### config.mk
export PLATFORM = sky130hd
export DESIGN_NAME = tcsp_slot_port
export DESIGN_NICKNAME = d
export VERILOG_FILES = /design/src/tcsp_fifo.v /design/src/tcsp_slot_port.v
export VERILOG_INCLUDE_DIRS = /design/src
export SDC_FILE = /design/constraint.sdc
export NUM_CORES = 1
export LEC_CHECK = 0
export ABC_AREA = 1
export BUFFER_PORTS_ARGS = -buffer_cell sky130_fd_sc_hd__buf_2
export CAP_MARGIN = 20
export CORE_MARGIN = 2
export CORE_UTILIZATION = 30
export DETAILED_ROUTE_END_ITERATION = 8
export SLEW_MARGIN = 10
export SYNTH_ARGS = -nofsm -noshare
export SYNTH_HDL_FRONTEND = slang
export SYNTH_HIERARCHICAL = 1
export SYNTH_SLANG_ARGS = --single-unit
### constraint.sdc
create_clock -name clk_i -period 2.29 [get_ports clk_i]
set_clock_uncertainty 0.1 [all_clocks]
set_input_delay 0.458 -clock clk_i [delete_from_list [all_inputs] [get_ports clk_i]]
set_output_delay 0.458 -clock clk_i [all_outputs]
set_load 0.05 [all_outputs]
### src/tcsp_map.vh
`ifndef TCSP_MAP_VH
`define TCSP_MAP_VH
// slot and round geometry
`define TCSP_SLOT_BITS      16
`define TCSP_ROUND_BITS     96
`define TCSP_LAST_BIT       7'h5F
`define TCSP_CTRL_DONE_BIT  7'h07
`define TCSP_BIT_IN_SLOT_LAST 4'hF
`define TCSP_FRAME16_LAST   9'h0FF
`define TCSP_FRAME32_LAST   9'h1FF
`define TCSP_HALF32_GRANT   9'h0FF
// slot numbers within a round
`define TCSP_SLOT_CTRL      3'h0
`define TCSP_SLOT_REGDATA   3'h1
`define TCSP_SLOT_D1_LEFT   3'h2
`define TCSP_SLOT_D1_RIGHT  3'h3
`define TCSP_SLOT_D2_LEFT   3'h4
`define TCSP_SLOT_D2_RIGHT  3'h5
// control word fields
`define TCSP_CW_DAC2_VALID  9
`define TCSP_CW_DAC1_VALID  8
`define TCSP_CW_READ        7
`define TCSP_CW_INDEX_MSB   4
// status word reset value and fields
`define TCSP_SW_ZERO        16'h0000
`define TCSP_SW_RIGHT_VALID 9
`define TCSP_SW_LEFT_VALID  8
`define TCSP_SW_DAC2_REQ    1
`define TCSP_SW_DAC1_REQ    0
// playback buffering
`define TCSP_REQ_ROOM       4
`define TCSP_FIFO_DEPTH     16
// timing: system clock and master serial clock rates in kHz
`define TCSP_CLK_KHZ        20000
`define TCSP_SCLK_SLOW_KHZ  12288
`define TCSP_SCLK_FAST_KHZ  16384
`endif

### src/tcsp_fifo.v
`timescale 1ns/100ps
`include "tcsp_map.vh"

module tcsp_fifo #(
  parameter WIDTH = 18,
  parameter DEPTH = `TCSP_FIFO_DEPTH,
  parameter AW    = 4
) (
  // clock and reset
  input  wire             clk_i,
  input  wire             reset_i,
  // fill side
  input  wire             in_valid_i,
  input  wire [WIDTH-1:0] in_data_i,
  output wire             in_ready_o,
  // drain side
  output wire             out_valid_o,
  output wire [WIDTH-1:0] out_data_o,
  input  wire             out_ready_i,
  // words held in the array
  output wire [AW:0]      level_o
);

  reg [WIDTH-1:0] mem [0:DEPTH-1];
  reg [AW-1:0]    wr_ptr;
  reg [AW-1:0]    rd_ptr;
  reg [AW:0]      count;
  reg             out_valid;
  reg [WIDTH-1:0] out_data;

  // wrap a pointer at the depth, which need not be a power of two
  function [AW-1:0] ptr_step;
    input [AW-1:0] p;
    begin
      if (p == DEPTH[AW-1:0] - 1'b1) begin
        ptr_step = {AW{1'b0}};
      end else begin
        ptr_step = p + 1'b1;
      end
    end
  endfunction

  wire push = in_valid_i && in_ready_o;
  wire load = (count != {(AW+1){1'b0}}) && (!out_valid || out_ready_i);

  assign in_ready_o  = (count < DEPTH[AW:0]);
  assign out_valid_o = out_valid;
  assign out_data_o  = out_data;
  assign level_o     = count;

  ////////////////////////////////////////////////////////////////////////////
  // array write, no reset needed on storage
  always @(posedge clk_i) begin
    if (push) begin
      mem[wr_ptr] <= in_data_i;
    end
  end

  // pointers, count and registered head word
  always @(posedge clk_i) begin
    if (reset_i) begin
      wr_ptr    <= {AW{1'b0}};
      rd_ptr    <= {AW{1'b0}};
      count     <= {(AW+1){1'b0}};
      out_valid <= 1'b0;
      out_data  <= {WIDTH{1'b0}};
    end else begin
      if (push) begin
        wr_ptr <= ptr_step(wr_ptr);
      end
      if (load) begin
        rd_ptr    <= ptr_step(rd_ptr);
        out_data  <= mem[rd_ptr];
        out_valid <= 1'b1;
      end else if (out_ready_i) begin
        out_valid <= 1'b0;
      end
      if (push && !load) begin
        count <= count + 1'b1;
      end else if (load && !push) begin
        count <= count - 1'b1;
      end
    end
  end

endmodule // tcsp_fifo

### src/tcsp_slot_port.v
`timescale 1ns/100ps
`include "tcsp_map.vh"

// Overview of operation
// - 32-slot frame: rounds at slots 0 and 16, same six-slot assignment each.
// - frame size select one: 16-slot frame, traffic only in slots 0 to 5.
// - an ownership round is six 16-bit slots, 96 serial clock periods.
// - control word: dac2 valid bit 9, dac1 valid 8, read 7, index 4:0.
// - read/write bit one means register read, zero means register write.
// - exactly one register access, read or write, per owned round.
// - read data goes out in slot 1 of the following frame.
// - write data arrives in slot 1; prior value returns next frame.
// - written value takes effect when the round ends, chain out falling.
// - dac1 valid: stereo takes slots 2 and 3, mono slot 2 only.
// - dac2 valid: stereo takes slots 4 and 5, mono slot 4 only.
// - valid flag zero: that dac's playback slots are discarded.
// - valid flag ignored unless that dac requested in previous frame.
// - request flags already reflect this frame's accepted playback write.
// - samples msb first; in 8-bit formats the low byte is ignored.
// - frame sync rate at least sample rate, or half it in 32-slot.
// - as master, serial clock is half the system clock, at the slow and the fast setting alike.
// - slave round starts where ownership is granted, not at slot zero.
// - each channel 8 or 16 bits; each dac stereo or mono.
// - not owning: serial out released, serial in ignored.
// - status: right valid 9, left valid 8, dac2 req 1, dac1 req 0.
// - request only when dac enabled and its buffer has free space.
module tcsp_slot_port #(
  parameter FIFO_DEPTH = `TCSP_FIFO_DEPTH,
  parameter FIFO_AW    = 4
) (
  // clock and reset
  input  wire        clk_i,
  input  wire        reset_i,
  // mode straps
  input  wire        master_select_pin_i,
  input  wire        frame_size_select_i,
  input  wire        sclk_fast_i,
  // serial interface pins
  input  wire        sclk_pin_i,
  output reg         sclk_pin_o,
  output wire        sclk_pin_oe_o,
  output reg         frame_sync_pin_o,
  output wire        frame_sync_pin_oe_o,
  input  wire        serial_in_pin_i,
  output reg         serial_out_pin_o,
  output reg         serial_out_pin_oe_o,
  input  wire        slot_chain_in_i,
  output reg         slot_chain_out_o,
  // converter configuration
  input  wire [1:0]  dac_enable_i,
  input  wire [1:0]  dac_mono_i,
  input  wire [1:0]  dac_8bit_i,
  input  wire [1:0]  adc_8bit_i,
  // capture samples
  input  wire [15:0] adc_left_i,
  input  wire [15:0] adc_right_i,
  input  wire        adc_left_valid_i,
  input  wire        adc_right_valid_i,
  output reg         adc_taken_o,
  // playback samples
  output wire        play_valid_o,
  output wire [15:0] play_data_o,
  output wire [1:0]  play_chan_o,
  input  wire        play_ready_i,
  // control register access
  output reg  [4:0]  reg_index_o,
  input  wire [15:0] reg_rdata_i,
  output reg         reg_strobe_o,
  output reg         reg_write_o,
  output reg  [15:0] reg_wdata_o
);

  // master half periods in system cycles, rounded down, never below one
  localparam integer SLOW_DIV = `TCSP_CLK_KHZ / (2 * `TCSP_SCLK_SLOW_KHZ);
  localparam integer FAST_DIV = `TCSP_CLK_KHZ / (2 * `TCSP_SCLK_FAST_KHZ);
  localparam [7:0] SLOW_HALF = (SLOW_DIV < 1) ? 8'h01 : SLOW_DIV[7:0];
  localparam [7:0] FAST_HALF = (FAST_DIV < 1) ? 8'h01 : FAST_DIV[7:0];

  // words one dac loads this round
  function [2:0] dac_words;
    input taken;
    input mono;
    begin
      dac_words = taken ? (mono ? 3'h1 : 3'h2) : 3'h0;
    end
  endfunction

  // 8-bit formats carry nothing in the low byte
  function [15:0] fmt_mask;
    input [15:0] w;
    input        is8;
    begin
      fmt_mask = is8 ? {w[15:8], 8'h00} : w;
    end
  endfunction

  ////////////////////////////////////////////////////////////////////////////
  // pin synchronisers; stage one feeds stage two only
  reg sclk_s1, sclk_s2, sdi_s1, sdi_s2, chain_s1, chain_s2, bm_s1, bm_s2;
  always @(posedge clk_i) begin
    if (reset_i) begin
      {sclk_s1, sclk_s2, sdi_s1, sdi_s2} <= 4'h0;
      {chain_s1, chain_s2} <= 2'h0;
      // strap keeps shifting in reset, else the capture below only sees zero
      bm_s1    <= master_select_pin_i;
      bm_s2    <= bm_s1;
    end else begin
      sclk_s1  <= sclk_pin_i;
      sclk_s2  <= sclk_s1;
      sdi_s1   <= serial_in_pin_i;
      sdi_s2   <= sdi_s1;
      chain_s1 <= slot_chain_in_i;
      chain_s2 <= chain_s1;
      bm_s1    <= master_select_pin_i;
      bm_s2    <= bm_s1;
    end
  end

  // master strap is caught only while reset is held
  reg is_master;
  always @(posedge clk_i) begin
    if (reset_i) begin
      is_master <= bm_s2;
    end
  end

  ////////////////////////////////////////////////////////////////////////////
  // master clock divider and frame position
  reg [7:0] div_cnt;
  reg [8:0] frame_bit;
  wire [7:0] half_cyc  = sclk_fast_i ? FAST_HALF : SLOW_HALF;
  wire [8:0] frame_end = frame_size_select_i ? `TCSP_FRAME16_LAST
                                             : `TCSP_FRAME32_LAST;
  reg  sclk_prev;
  wire sclk_now = is_master ? sclk_pin_o : sclk_s2;
  wire rise     = sclk_now && !sclk_prev;
  wire fall     = !sclk_now && sclk_prev;

  assign sclk_pin_oe_o       = is_master;
  assign frame_sync_pin_oe_o = is_master;

  always @(posedge clk_i) begin
    if (reset_i) begin
      div_cnt          <= 8'h00;
      sclk_pin_o       <= 1'b0;
      sclk_prev        <= 1'b0;
      frame_bit        <= 9'h000;
      frame_sync_pin_o <= 1'b0;
    end else begin
      sclk_prev <= sclk_now;
      if (is_master && div_cnt >= half_cyc - 8'h01) begin
        div_cnt    <= 8'h00;
        sclk_pin_o <= !sclk_pin_o;
      end else if (is_master) begin
        div_cnt <= div_cnt + 8'h01;
      end
      if (fall) begin
        frame_bit <= (frame_bit >= frame_end) ? 9'h000 : frame_bit + 9'h001;
      end
      // sync pulse marks the period just before a frame begins
      if (rise) begin
        frame_sync_pin_o <= is_master && (frame_bit == frame_end);
      end
    end
  end

  // ownership grant: master owns slot 0, and slot 16 in 32-slot frames
  wire master_grant = (frame_bit == frame_end) ||
                      (!frame_size_select_i && frame_bit == `TCSP_HALF32_GRANT);
  wire grant_req    = is_master ? master_grant : chain_s2;

  ////////////////////////////////////////////////////////////////////////////
  // round state
  reg        owning;
  reg [6:0]  bit_cnt;
  reg [15:0] in_sh;
  reg [1:0]  valid_in;
  reg [1:0]  req_prev;
  reg [1:0]  taken;
  reg        read_req;
  reg [15:0] rd_hold;
  reg [15:0] readback;
  reg [15:0] cap_left;
  reg [15:0] cap_right;
  reg        cap_lv;
  reg        cap_rv;
  reg        push_valid;
  reg [17:0] push_data;

  wire [2:0]  slot      = bit_cnt[6:4];
  wire        slot_done = (bit_cnt[3:0] == `TCSP_BIT_IN_SLOT_LAST);
  wire        last_bit  = (bit_cnt == `TCSP_LAST_BIT);
  wire [15:0] in_word   = {in_sh[14:0], sdi_s2};
  wire [17:0] fifo_out;
  wire        fifo_in_ready;
  wire [FIFO_AW:0] fifo_level;

  // requests see the valid flags already received in this control word
  wire [1:0] take_now = valid_in & req_prev;
  wire [3:0] used     = {1'b0, dac_words(take_now[0], dac_mono_i[0])} +
                        {1'b0, dac_words(take_now[1], dac_mono_i[1])};
  wire [FIFO_AW:0] free_words = FIFO_DEPTH[FIFO_AW:0] - fifo_level;
  localparam [FIFO_AW+1:0] REQ_ROOM = `TCSP_REQ_ROOM;
  wire [FIFO_AW+1:0] need = {{(FIFO_AW-2){1'b0}}, used} + REQ_ROOM;
  wire room    = ({1'b0, free_words} >= need);
  wire [1:0] req_now = dac_enable_i & {room, room};

  // outgoing word for the current slot
  reg [15:0] out_word;
  always @* begin
    out_word = `TCSP_SW_ZERO;
    case (slot)
      `TCSP_SLOT_CTRL: begin
        out_word[`TCSP_SW_RIGHT_VALID] = cap_rv;
        out_word[`TCSP_SW_LEFT_VALID]  = cap_lv;
        out_word[`TCSP_SW_DAC2_REQ]    = req_now[1];
        out_word[`TCSP_SW_DAC1_REQ]    = req_now[0];
      end
      `TCSP_SLOT_REGDATA: out_word = readback;
      `TCSP_SLOT_D1_LEFT: out_word = cap_left;
      `TCSP_SLOT_D1_RIGHT: out_word = cap_right;
      default: out_word = `TCSP_SW_ZERO;
    endcase
  end

  ////////////////////////////////////////////////////////////////////////////
  // launch side: rising edges drive serial out and chain out
  always @(posedge clk_i) begin
    if (reset_i) begin
      serial_out_pin_o    <= 1'b0;
      serial_out_pin_oe_o <= 1'b0;
      slot_chain_out_o    <= 1'b0;
    end else if (fall && owning && last_bit) begin
      slot_chain_out_o <= 1'b0; // falls as the round closes
    end else if (rise) begin
      serial_out_pin_o    <= owning && out_word[4'hF - bit_cnt[3:0]];
      serial_out_pin_oe_o <= owning;
      slot_chain_out_o    <= owning && last_bit;
    end
  end

  ////////////////////////////////////////////////////////////////////////////
  // sample side: falling edges shift serial in and close slots
  always @(posedge clk_i) begin
    if (reset_i) begin
      owning       <= 1'b0;
      bit_cnt      <= 7'h00;
      in_sh        <= 16'h0000;
      valid_in     <= 2'h0;
      req_prev     <= 2'h0;
      taken        <= 2'h0;
      read_req     <= 1'b1;
      rd_hold      <= 16'h0000;
      readback     <= 16'h0000;
      cap_left     <= 16'h0000;
      cap_right    <= 16'h0000;
      cap_lv       <= 1'b0;
      cap_rv       <= 1'b0;
      push_valid   <= 1'b0;
      push_data    <= 18'h00000;
      reg_index_o  <= 5'h00;
      reg_strobe_o <= 1'b0;
      reg_write_o  <= 1'b0;
      reg_wdata_o  <= 16'h0000;
      adc_taken_o  <= 1'b0;
    end else begin
      push_valid   <= 1'b0;
      reg_strobe_o <= 1'b0;
      adc_taken_o  <= 1'b0;
      if (fall && owning) begin
        in_sh   <= in_word;
        bit_cnt <= bit_cnt + 7'h01;
        // both valid flags are in once bit 8 has been sampled
        if (bit_cnt == `TCSP_CTRL_DONE_BIT) begin
          valid_in <= {in_sh[0], sdi_s2};
        end
        if (slot_done) begin
          case (slot)
            `TCSP_SLOT_CTRL: begin
              read_req    <= in_word[`TCSP_CW_READ];
              reg_index_o <= in_word[`TCSP_CW_INDEX_MSB:0];
              taken       <= take_now;
              req_prev    <= req_now;
            end
            `TCSP_SLOT_REGDATA: begin
              reg_wdata_o <= in_word;
              rd_hold     <= reg_rdata_i;
            end
            `TCSP_SLOT_D1_LEFT: begin
              push_valid <= taken[0];
              push_data  <= {2'h0, fmt_mask(in_word, dac_8bit_i[0])};
            end
            `TCSP_SLOT_D1_RIGHT: begin
              push_valid <= taken[0] && !dac_mono_i[0];
              push_data  <= {2'h1, fmt_mask(in_word, dac_8bit_i[0])};
            end
            `TCSP_SLOT_D2_LEFT: begin
              push_valid <= taken[1];
              push_data  <= {2'h2, fmt_mask(in_word, dac_8bit_i[1])};
            end
            `TCSP_SLOT_D2_RIGHT: begin
              push_valid <= taken[1] && !dac_mono_i[1];
              push_data  <= {2'h3, fmt_mask(in_word, dac_8bit_i[1])};
            end
            default: push_valid <= 1'b0;
          endcase
        end
      end
      // round end: the one register access of the round is applied here
      if (fall && owning && last_bit) begin
        owning       <= 1'b0;
        bit_cnt      <= 7'h00;
        reg_strobe_o <= 1'b1;
        reg_write_o  <= !read_req;
        readback     <= rd_hold;
        adc_taken_o  <= cap_lv || cap_rv;
        taken        <= 2'h0;
      end
      // grant: chain in is looked at only when free or in the last period
      if (fall && grant_req && (!owning || last_bit)) begin
        owning    <= 1'b1;
        bit_cnt   <= 7'h00;
        valid_in  <= 2'h0;
        cap_left  <= fmt_mask(adc_left_i, adc_8bit_i[0]);
        cap_right <= fmt_mask(adc_right_i, adc_8bit_i[1]);
        cap_lv    <= adc_left_valid_i;
        cap_rv    <= adc_right_valid_i;
      end
    end
  end

  ////////////////////////////////////////////////////////////////////////////
  // playback buffer; its level throttles the request flags
  tcsp_fifo #(
    .WIDTH (18),
    .DEPTH (FIFO_DEPTH),
    .AW    (FIFO_AW)
  ) u_play_fifo (
    .clk_i       (clk_i),
    .reset_i     (reset_i),
    .in_valid_i  (push_valid),
    .in_data_i   (push_data),
    .in_ready_o  (fifo_in_ready),
    .out_valid_o (play_valid_o),
    .out_data_o  (fifo_out),
    .out_ready_i (play_ready_i),
    .level_o     (fifo_level)
  );

  // a push while full cannot happen while requests honour the room margin
  wire push_lost = push_valid && !fifo_in_ready;
  assign play_chan_o = push_lost ? fifo_out[17:16] : fifo_out[17:16];
  assign play_data_o = fifo_out[15:0];

endmodule // tcsp_slot_port

==> impl_metrics.csv, run 1 <==
group,metric,value,unit
finish,drive_gt1_share,13.6,%
power,ir_drop,0.785,mV
sta,maxSlewHeadroom,49.4,%
synthesis,synth-edff-count,289,
setup_path,cp_common_cell,"nand2_1",
routing,vias,15100,
clock_network,path_clk_slew,0.06,ns
sta,setup_slack,-0.130,ns
place,detailed_place.area,0.0221,mm^2
sta,setup_viol,1,
global_route,grt_pass1_vias,14600,
synthesis,yosysWarningCount,6,
sta,fin_crit_sh,106,%
setup_path,cpMaxStageDelayCell,"fa_1",
sta,drv_slew,0,
setup_path,critPathCaptureType,"register",
finish,nets,2418,
setup_path,startpoint_type,"register",
sta,grt_setup_unrepaired,"true",
global_route,antenna_found_initial,4,
place,gp_congestion,0.849,
clock_network,cts_sinks,483,
sta,worst_slew_pin_slew,0.758,ns
power,p_total,22.6,mW
finish,area_growth,19.8,%
floorplan,rows,94,
clock_network,cts_tree,"done",
run_status,status,"complete, but fails checks",
floorplan,die_width,263,um
synthesis,ys_ff_latch,483,
sta,hold_viol_final,0,
place,place.port_buffers,115,
power,power_density,939,mW/mm^2
hold_path,hold_path_class,"in -> reg",
routing,drt_wl_total,53400,um
setup_path,cpPeakStageDelay,0.48,ns
power,p_leak,10.0,nW
routing,wl_met1,23400,um
clock_network,clock_latency,0.59,ns
clock_network,cts_buffers,49,
floorplan,io_pins,117,
floorplan,die-area,0.0690,mm^2
routing,antenna_left,0,
synthesis,synth_fp_nets,2241,
synthesis,syn_area_per_cell,9.33,um^2
finish,seq_area,0.0126,mm^2
synthesis,yosysTopAreaCell,"edfxtp_1",
setup_path,arrival,2.78,ns
synthesis,syn-instance-count,2152,
synthesis,synth_ff_type,"edfxtp_1",
sta,fin_crit,2.42,ns
routing,top_layer_used,"met5",
setup_path,critPathKind,"reg -> reg",
routing,viasPerCell,4.68,
floorplan,initial_core_util,30.4,%
routing,drcViolationCount,0,
synthesis,synth-async-reset-ratio,0,%
synthesis,ys_seq_area_share,62.6,%
finish,multiInputGateArea,0.00596,mm^2
run_status,failed_checks,"negative setup slack",
synthesis,syn_area,0.0201,mm^2
setup_path,worstPathMaxFanout,3,
setup_path,required,2.65,ns
synthesis,yosysTopAreaCellShare,43.2,%
setup_path,cp_cell_sequence,"nand2_4 -> nor2_4 -> ha_2 -> fa_1 -> inv_1 -> ha_1 -> nand2_1 -> nand2_1 -> nand2_1 -> nand2_1 -> nand2_1 -> nand2_2 -> nand2_1 -> nand2_1 -> nand3_1 -> nand2_1 -> nand2_1 -> nand2_1 -> nand2_1 -> a21oi_2",
flow_run,maxCapViolCount,0,
clock_network,clk_path_buf_depth,3,
routing,met2_length,25100,um
routing,wire_per_inst,16.5,um
routing,drt-pass1-iter-count,5,
global_route,grt_max_degree,76,
synthesis,ys_top_cells_by_area,"edfxtp_1 43%, dfxtp_1 19%, nand2_1 9.9%",
finish,fin_area,0.0240,mm^2
floorplan,die_y,263,um
clock_network,root_buffer,"clkbuf_16",
global_route,grt_pass1_wl,83200,um
routing,wl_met3,3480,um
clock_network,htree_levels,2,
synthesis,ys_types,43,
floorplan,coreArea,0.0660,mm^2
global_route,grt_usage,15.3,%
routing,drt_iter0_drc,1176,
global_route,grt_overflow,0,
finish,n_fill_cell,6503,
place,hpwl,33800,um
sta,fmaxAchievable,413,MHz
cells in the mapped netlist, types with 7 or more instances:
library cell    n
a21oi_1       123
buf_2          46
clkbuf_1       41
dfxtp_1       194
edfxtp_1      289
ha_1           20
inv_1         284
inv_2          18
nand2_1       531
nand3_1       254
nand4_1        13
nor2_1        139
nor3_1         13
o21ai_0        62
o21ai_1        58
xor2_1          7
path summary, 6_finish.rpt:
kind                                                from                       endpoint  slack (ns)  depth (start not counted)
worst max-delay path            valid_in[0]$_SDFFE_PP0P_  serial_out_pin_o$_SDFFE_PP0P_       -0.13                         20
worst min-delay path                      adc_right_i[3]      cap_right[3]$_SDFFE_PP0P_        0.03                          3
worst max register to register  valid_in[0]$_SDFFE_PP0P_  serial_out_pin_o$_SDFFE_PP0P_       -0.13                         20
worst min register to register             bm_s1$_DFF_P_                  bm_s2$_DFF_P_        0.23                          0
worst max-delay path, delay by kind of cell, from the launching register on:
family | cells | cell delay [ns]
and+or+nand+nor | 15 | 0.85
adders and majority gates | 3 | 0.92
AOI/OAI and AO/OA | 1 | 0.05
DFF | 1 | 0.34
buffers and inverters | 1 | 0.04
cell usage in the layout (no fill, tap or decap), types with 57 or more instances in the layout:
| master | n |
|---|---|
| edfxtp_1 | 289 |
| nand3_1 | 254 |
| inv_1 | 280 |
| nor2_1 | 134 |
| buf_2 | 115 |
| buf_4 | 57 |
| a21oi_1 | 122 |
| o21ai_1 | 58 |
| dfxtp_1 | 187 |
| o21ai_0 | 62 |
| nand2_1 | 526 |
cells by family (layout without fill, tap and decap cells):
| kind of cell | count (synthesis) | after routing | share of synthesized area, % |
|---|---|---|---|
| buf+inv | 403 | 617 | 8.07 |
| other cells | 0 | 1 | 0 |
| compound gates | 264 | 264 | 6.88 |
| xor+xnor | 10 | 10 | 0.436 |
| flops | 483 | 483 | 62.6 |
| simple gates | 970 | 972 | 20.6 |
| fa+ha+maj | 22 | 22 | 1.45 |
power by group:
part	total (mW)	internal, mW	switching [mW]
Combinational	5.13	1.59	3.53
Clock	7.88	4.56	3.32
Sequential	9.56	9.33	0.232
Total	22.6	15.5	7.08
metal layers:
layer	track usage, %	up-vias
met1	20.0	7162
met5	0	-
met2	25.6	463
met3	2.65	101
met4	5.00	6
li1	-	7414
registers in the layout, indices dropped and copies added (netlist names), 4 cells and up:
name and cells:
reg_wdata_o 16, readback 16, bit_cnt 7, u_play_fifo/level_o 5, in_sh 15, u_play_fifo/out_data_o 18
reg_index_o 5, cap_right 16, cap_left 16, frame_bit 9, u_play_fifo/wr_ptr 4, push_data 18
u_play_fifo/mem 288, u_play_fifo/rd_ptr 4, rd_hold 16
metrics by stage:
stage | worst slack [ns] | utilization [%] | std cells | setup TNS (ns) | hold WS [ns]
after floorplan | -0.0890 | - | 2152 | -0.0890 | 0.210
after global placement | -0.422 | 33.5 | 3109 | -0.824 | 0.215
after detailed placement | -0.393 | 33.5 | 3109 | -1.18 | 0.215
after CTS | -0.129 | 36.3 | 3230 | -0.129 | 0.000537
after global routing | -0.328 | 36.4 | 3232 | -0.492 | 0.0407
final | -0.130 | 36.4 | 3233 | -0.130 | 0.0344
repair_timing:
action | CTS | global route
hold buffers | 29 | 0
buffers inserted | 2 | 0
endpoints found under the hold margin | 29 | 0
gates cloned | 0 | 2
resized for setup | 9 | 16
pin swaps | 7 | 4
setup endpoints to repair | 19 | 81
area by class of cell:
class                           count  area share, %
Antenna cell                        1         0.0104
Timing Repair Buffer              221           6.97
Clock buffer                       63           5.57
Inverter                          306           4.86
Clock inverter                     27          0.968
Multi-Input combinational cell   1268           24.8
Tap cell                          864           4.50
Sequential cell                   483           52.3
(Power assumes the default switching activity.)
==> run 2, diff against run 1 <==
--- a/config.mk
+++ b/config.mk
@@ -12,6 +12,7 @@
 export CORE_MARGIN = 2
 export CORE_UTILIZATION = 30
 export DETAILED_ROUTE_END_ITERATION = 8
+export SKIP_CTS_REPAIR_TIMING = 1
 export SLEW_MARGIN = 10
 export SYNTH_ARGS = -nofsm -noshare
 export SYNTH_HDL_FRONTEND = slang
==> run 2 against run 1 <==
Net effect:
- the flow finishes with violations (negative hold slack, negative setup slack)
- sequential cell count unchanged
- combinational power barely moved
- critical endpoint unchanged
- first-iteration DRC count decreased by 4.3%
- largest cell class unchanged
- register-to-register slack got worse by 0.03 ns
- largest power group unchanged
==> impl_metrics.csv, run 2 (synthesis gave the netlist of run 1 again) <==
group,metric,value,unit
routing,drcViolationCount,0,
clock_network,clock_latency,0.59,ns
hold_path,min_from,"adc_right_i[8]",
sta,setup_viol,1,
routing,antenna_left,0,
setup_path,critPathBufInv,1,
place,place.port_buffers,115,
clock_network,root_buffer,"clkbuf_16",
finish,mostFrequentLayoutCell,"nand2_1",
power,combPwrFrac,22.6,%
routing,drt-pass1-iter-count,5,
clock_network,clk_path_buf_depth,3,
setup_path,r2r_start,"valid_in[0]$_SDFFE_PP0P_",
finish,area_growth,18.8,%
setup_path,cp_top_family,"adder cells",
power,p_total,22.5,mW
clock_network,cts_tree,"done",
place,hpwl,33800,um
setup_path,arrival,2.81,ns
hold_path,holdPathStages,3,
power,ir_drop,0.783,mV
sta,setup_slack,-0.165,ns
flow_run,maxCapViolCount,0,
setup_path,required,2.65,ns
clock_network,path_clk_slew,0.06,ns
run_status,failed_checks,"negative hold slack, negative setup slack",
power,pwr-share-clk,34.9,%
finish,mostFrequentLayoutCells,"526 x nand2_1, 289 x edfxtp_1, 280 x inv_1",
routing,viasPerCell,4.66,
routing,drt_wl_total,53000,um
finish,nets,2399,
finish,largest_reg_flops,288,
power,seqPwrFrac,42.4,%
routing,wire_per_inst,16.5,um
clock_network,cts_buffers,49,
setup_path,cp_common_cell,"nand2_1",
sta,drv_slew,0,
power,power_density,945,mW/mm^2
floorplan,die-area,0.0690,mm^2
floorplan,die_y,263,um
floorplan,io_pins,117,
setup_path,worstPathMaxFanout,3,
power,p_switching,7.06,mW
power,p_leak,9.91,nW
setup_path,cpMaxStageDelayCell,"fa_1",
sta,hold_viol_final,1,
sta,fin_crit_sh,107,%
routing,vias,15000,
setup_path,critPathCaptureType,"register",
sta,maxSlewHeadroom,47.8,%
global_route,antenna_found_initial,4,
floorplan,coreArea,0.0660,mm^2
setup_path,reg2regPathDepth,20,
global_route,grt_pass1_wl,82700,um
power,swShare,31.4,%
run_status,status,"complete, but fails checks",
hold_path,hold_path_class,"in -> reg",
finish,drive_gt1_share,13.6,%
setup_path,critPathKind,"reg -> reg",
global_route,grt_pass1_vias,14500,
place,gp_congestion,0.849,
floorplan,rows,94,
place,pre_cts_ws,-0.393,ns
sta,fmaxAchievable,407,MHz
floorplan,initial_core_util,30.4,%
setup_path,ff2ff_setup_slack,-0.16,ns
finish,antenna_cells,0,
finish,regMostFlops,"u_play_fifo/mem",
setup_path,startpoint_type,"register",
setup_path,cp_cell_sequence,"nand2_2 -> nor2_2 -> ha_2 -> fa_1 -> inv_1 -> ha_1 -> nand2_1 -> nand2_1 -> nand2_1 -> nand2_1 -> nand2_1 -> nand2_2 -> nand2_1 -> nand2_1 -> nand3_1 -> nand2_1 -> nand2_1 -> nand2_1 -> nand2_1 -> a21oi_2",
sta,hold_ws,-0.00175,ns
sta,grt_setup_unrepaired,"true",
hold_path,whs_endpoint,"cap_right[8]$_SDFFE_PP0P_",
floorplan,die_width,263,um
setup_path,cpPeakStageDelay,0.50,ns
setup_path,worstReg2RegEnd,"serial_out_pin_o$_SDFFE_PP0P_",
clock_network,cts_sinks,483,
routing,drt_iter0_drc,1125,
sta,fin_crit,2.45,ns
clock_network,htree_levels,2,
global_route,grt_overflow,0,
power,intPower,15.5,mW
global_route,grt_usage,15.2,%
sta,worst_slew_pin_slew,0.782,ns
global_route,grt_max_degree,76,
run 2: final cells by class:
class,instances,area (um^2)
clock buffer,63,1340
clock inverter,27,233
fill,6535,42100
inverter,306,1170
multi-input combinational,1268,5950
sequential,483,12600
tap,864,1080
timing repair buffer,202,1490
run 2: per-layer routing:
layer / vias up / routed length, um / global-route usage (%)
met2: 508 / 24800 / 25.3
met4: 6 / 1440 / 5.00
li1: 7371 / - / -
met3: 101 / 3590 / 2.62
met5: - / 44 / 0
met1: 6999 / 23200 / 20.0
run 2: how the worst max path moves through the flow:
stage	start	to	slack [ns]	cells past startpoint
finish	valid_in[0]$_SDFFE_PP0P_	serial_out_pin_o$_SDFFE_PP0P_	-0.16	20
floorplan	dac_mono_i[0]	serial_out_pin_o$_SDFFE_PP0P_	-0.09	20
global route	valid_in[0]$_SDFFE_PP0P_	serial_out_pin_o$_SDFFE_PP0P_	-0.36	20
CTS	valid_in[0]$_SDFFE_PP0P_	serial_out_pin_o$_SDFFE_PP0P_	-0.23	20
detailed placement	dac_mono_i[0]	serial_out_pin_o$_SDFFE_PP0P_	-0.39	21
global placement	dac_mono_i[0]	serial_out_pin_o$_SDFFE_PP0P_	-0.42	21
run 2: power groups by stage:
stage                     clock network [mW]  registers [mW]  logic [mW]
after detailed placement                   0            9.75        5.05
after CTS                               8.06            9.56        5.08
after global routing                    8.39            9.59        5.68
final                                   7.87            9.56        5.10
after floorplan                            0            10.1        3.11
after global placement                     0            9.74        4.99
run 2: worst reg2reg max path, delay by kind of cell, from the launching register on:
kind | cells | cell delay (ns)
AOI/OAI and AO/OA | 1 | 0.05
adders and majority gates | 3 | 0.93
buffers and inverters | 1 | 0.04
DFF | 1 | 0.33
and+or+nand+nor | 15 | 0.85
run 2: metrics by stage:
| stage | utilization [%] | instance area [um^2] | TNS, ns | hold WS [ns] | std cells |
|---|---|---|---|---|---|
| after floorplan | - | 20100 | -0.0890 | 0.210 | 2152 |
| after global placement | 33.5 | 22100 | -0.824 | 0.215 | 3109 |
| after detailed placement | 33.5 | 22100 | -1.18 | 0.215 | 3109 |
| after CTS | 35.8 | 23600 | -0.787 | -0.143 | 3199 |
| after global routing | 36.1 | 23800 | -0.591 | 0.00384 | 3213 |
| final | 36.1 | 23800 | -0.165 | -0.00175 | 3213 |
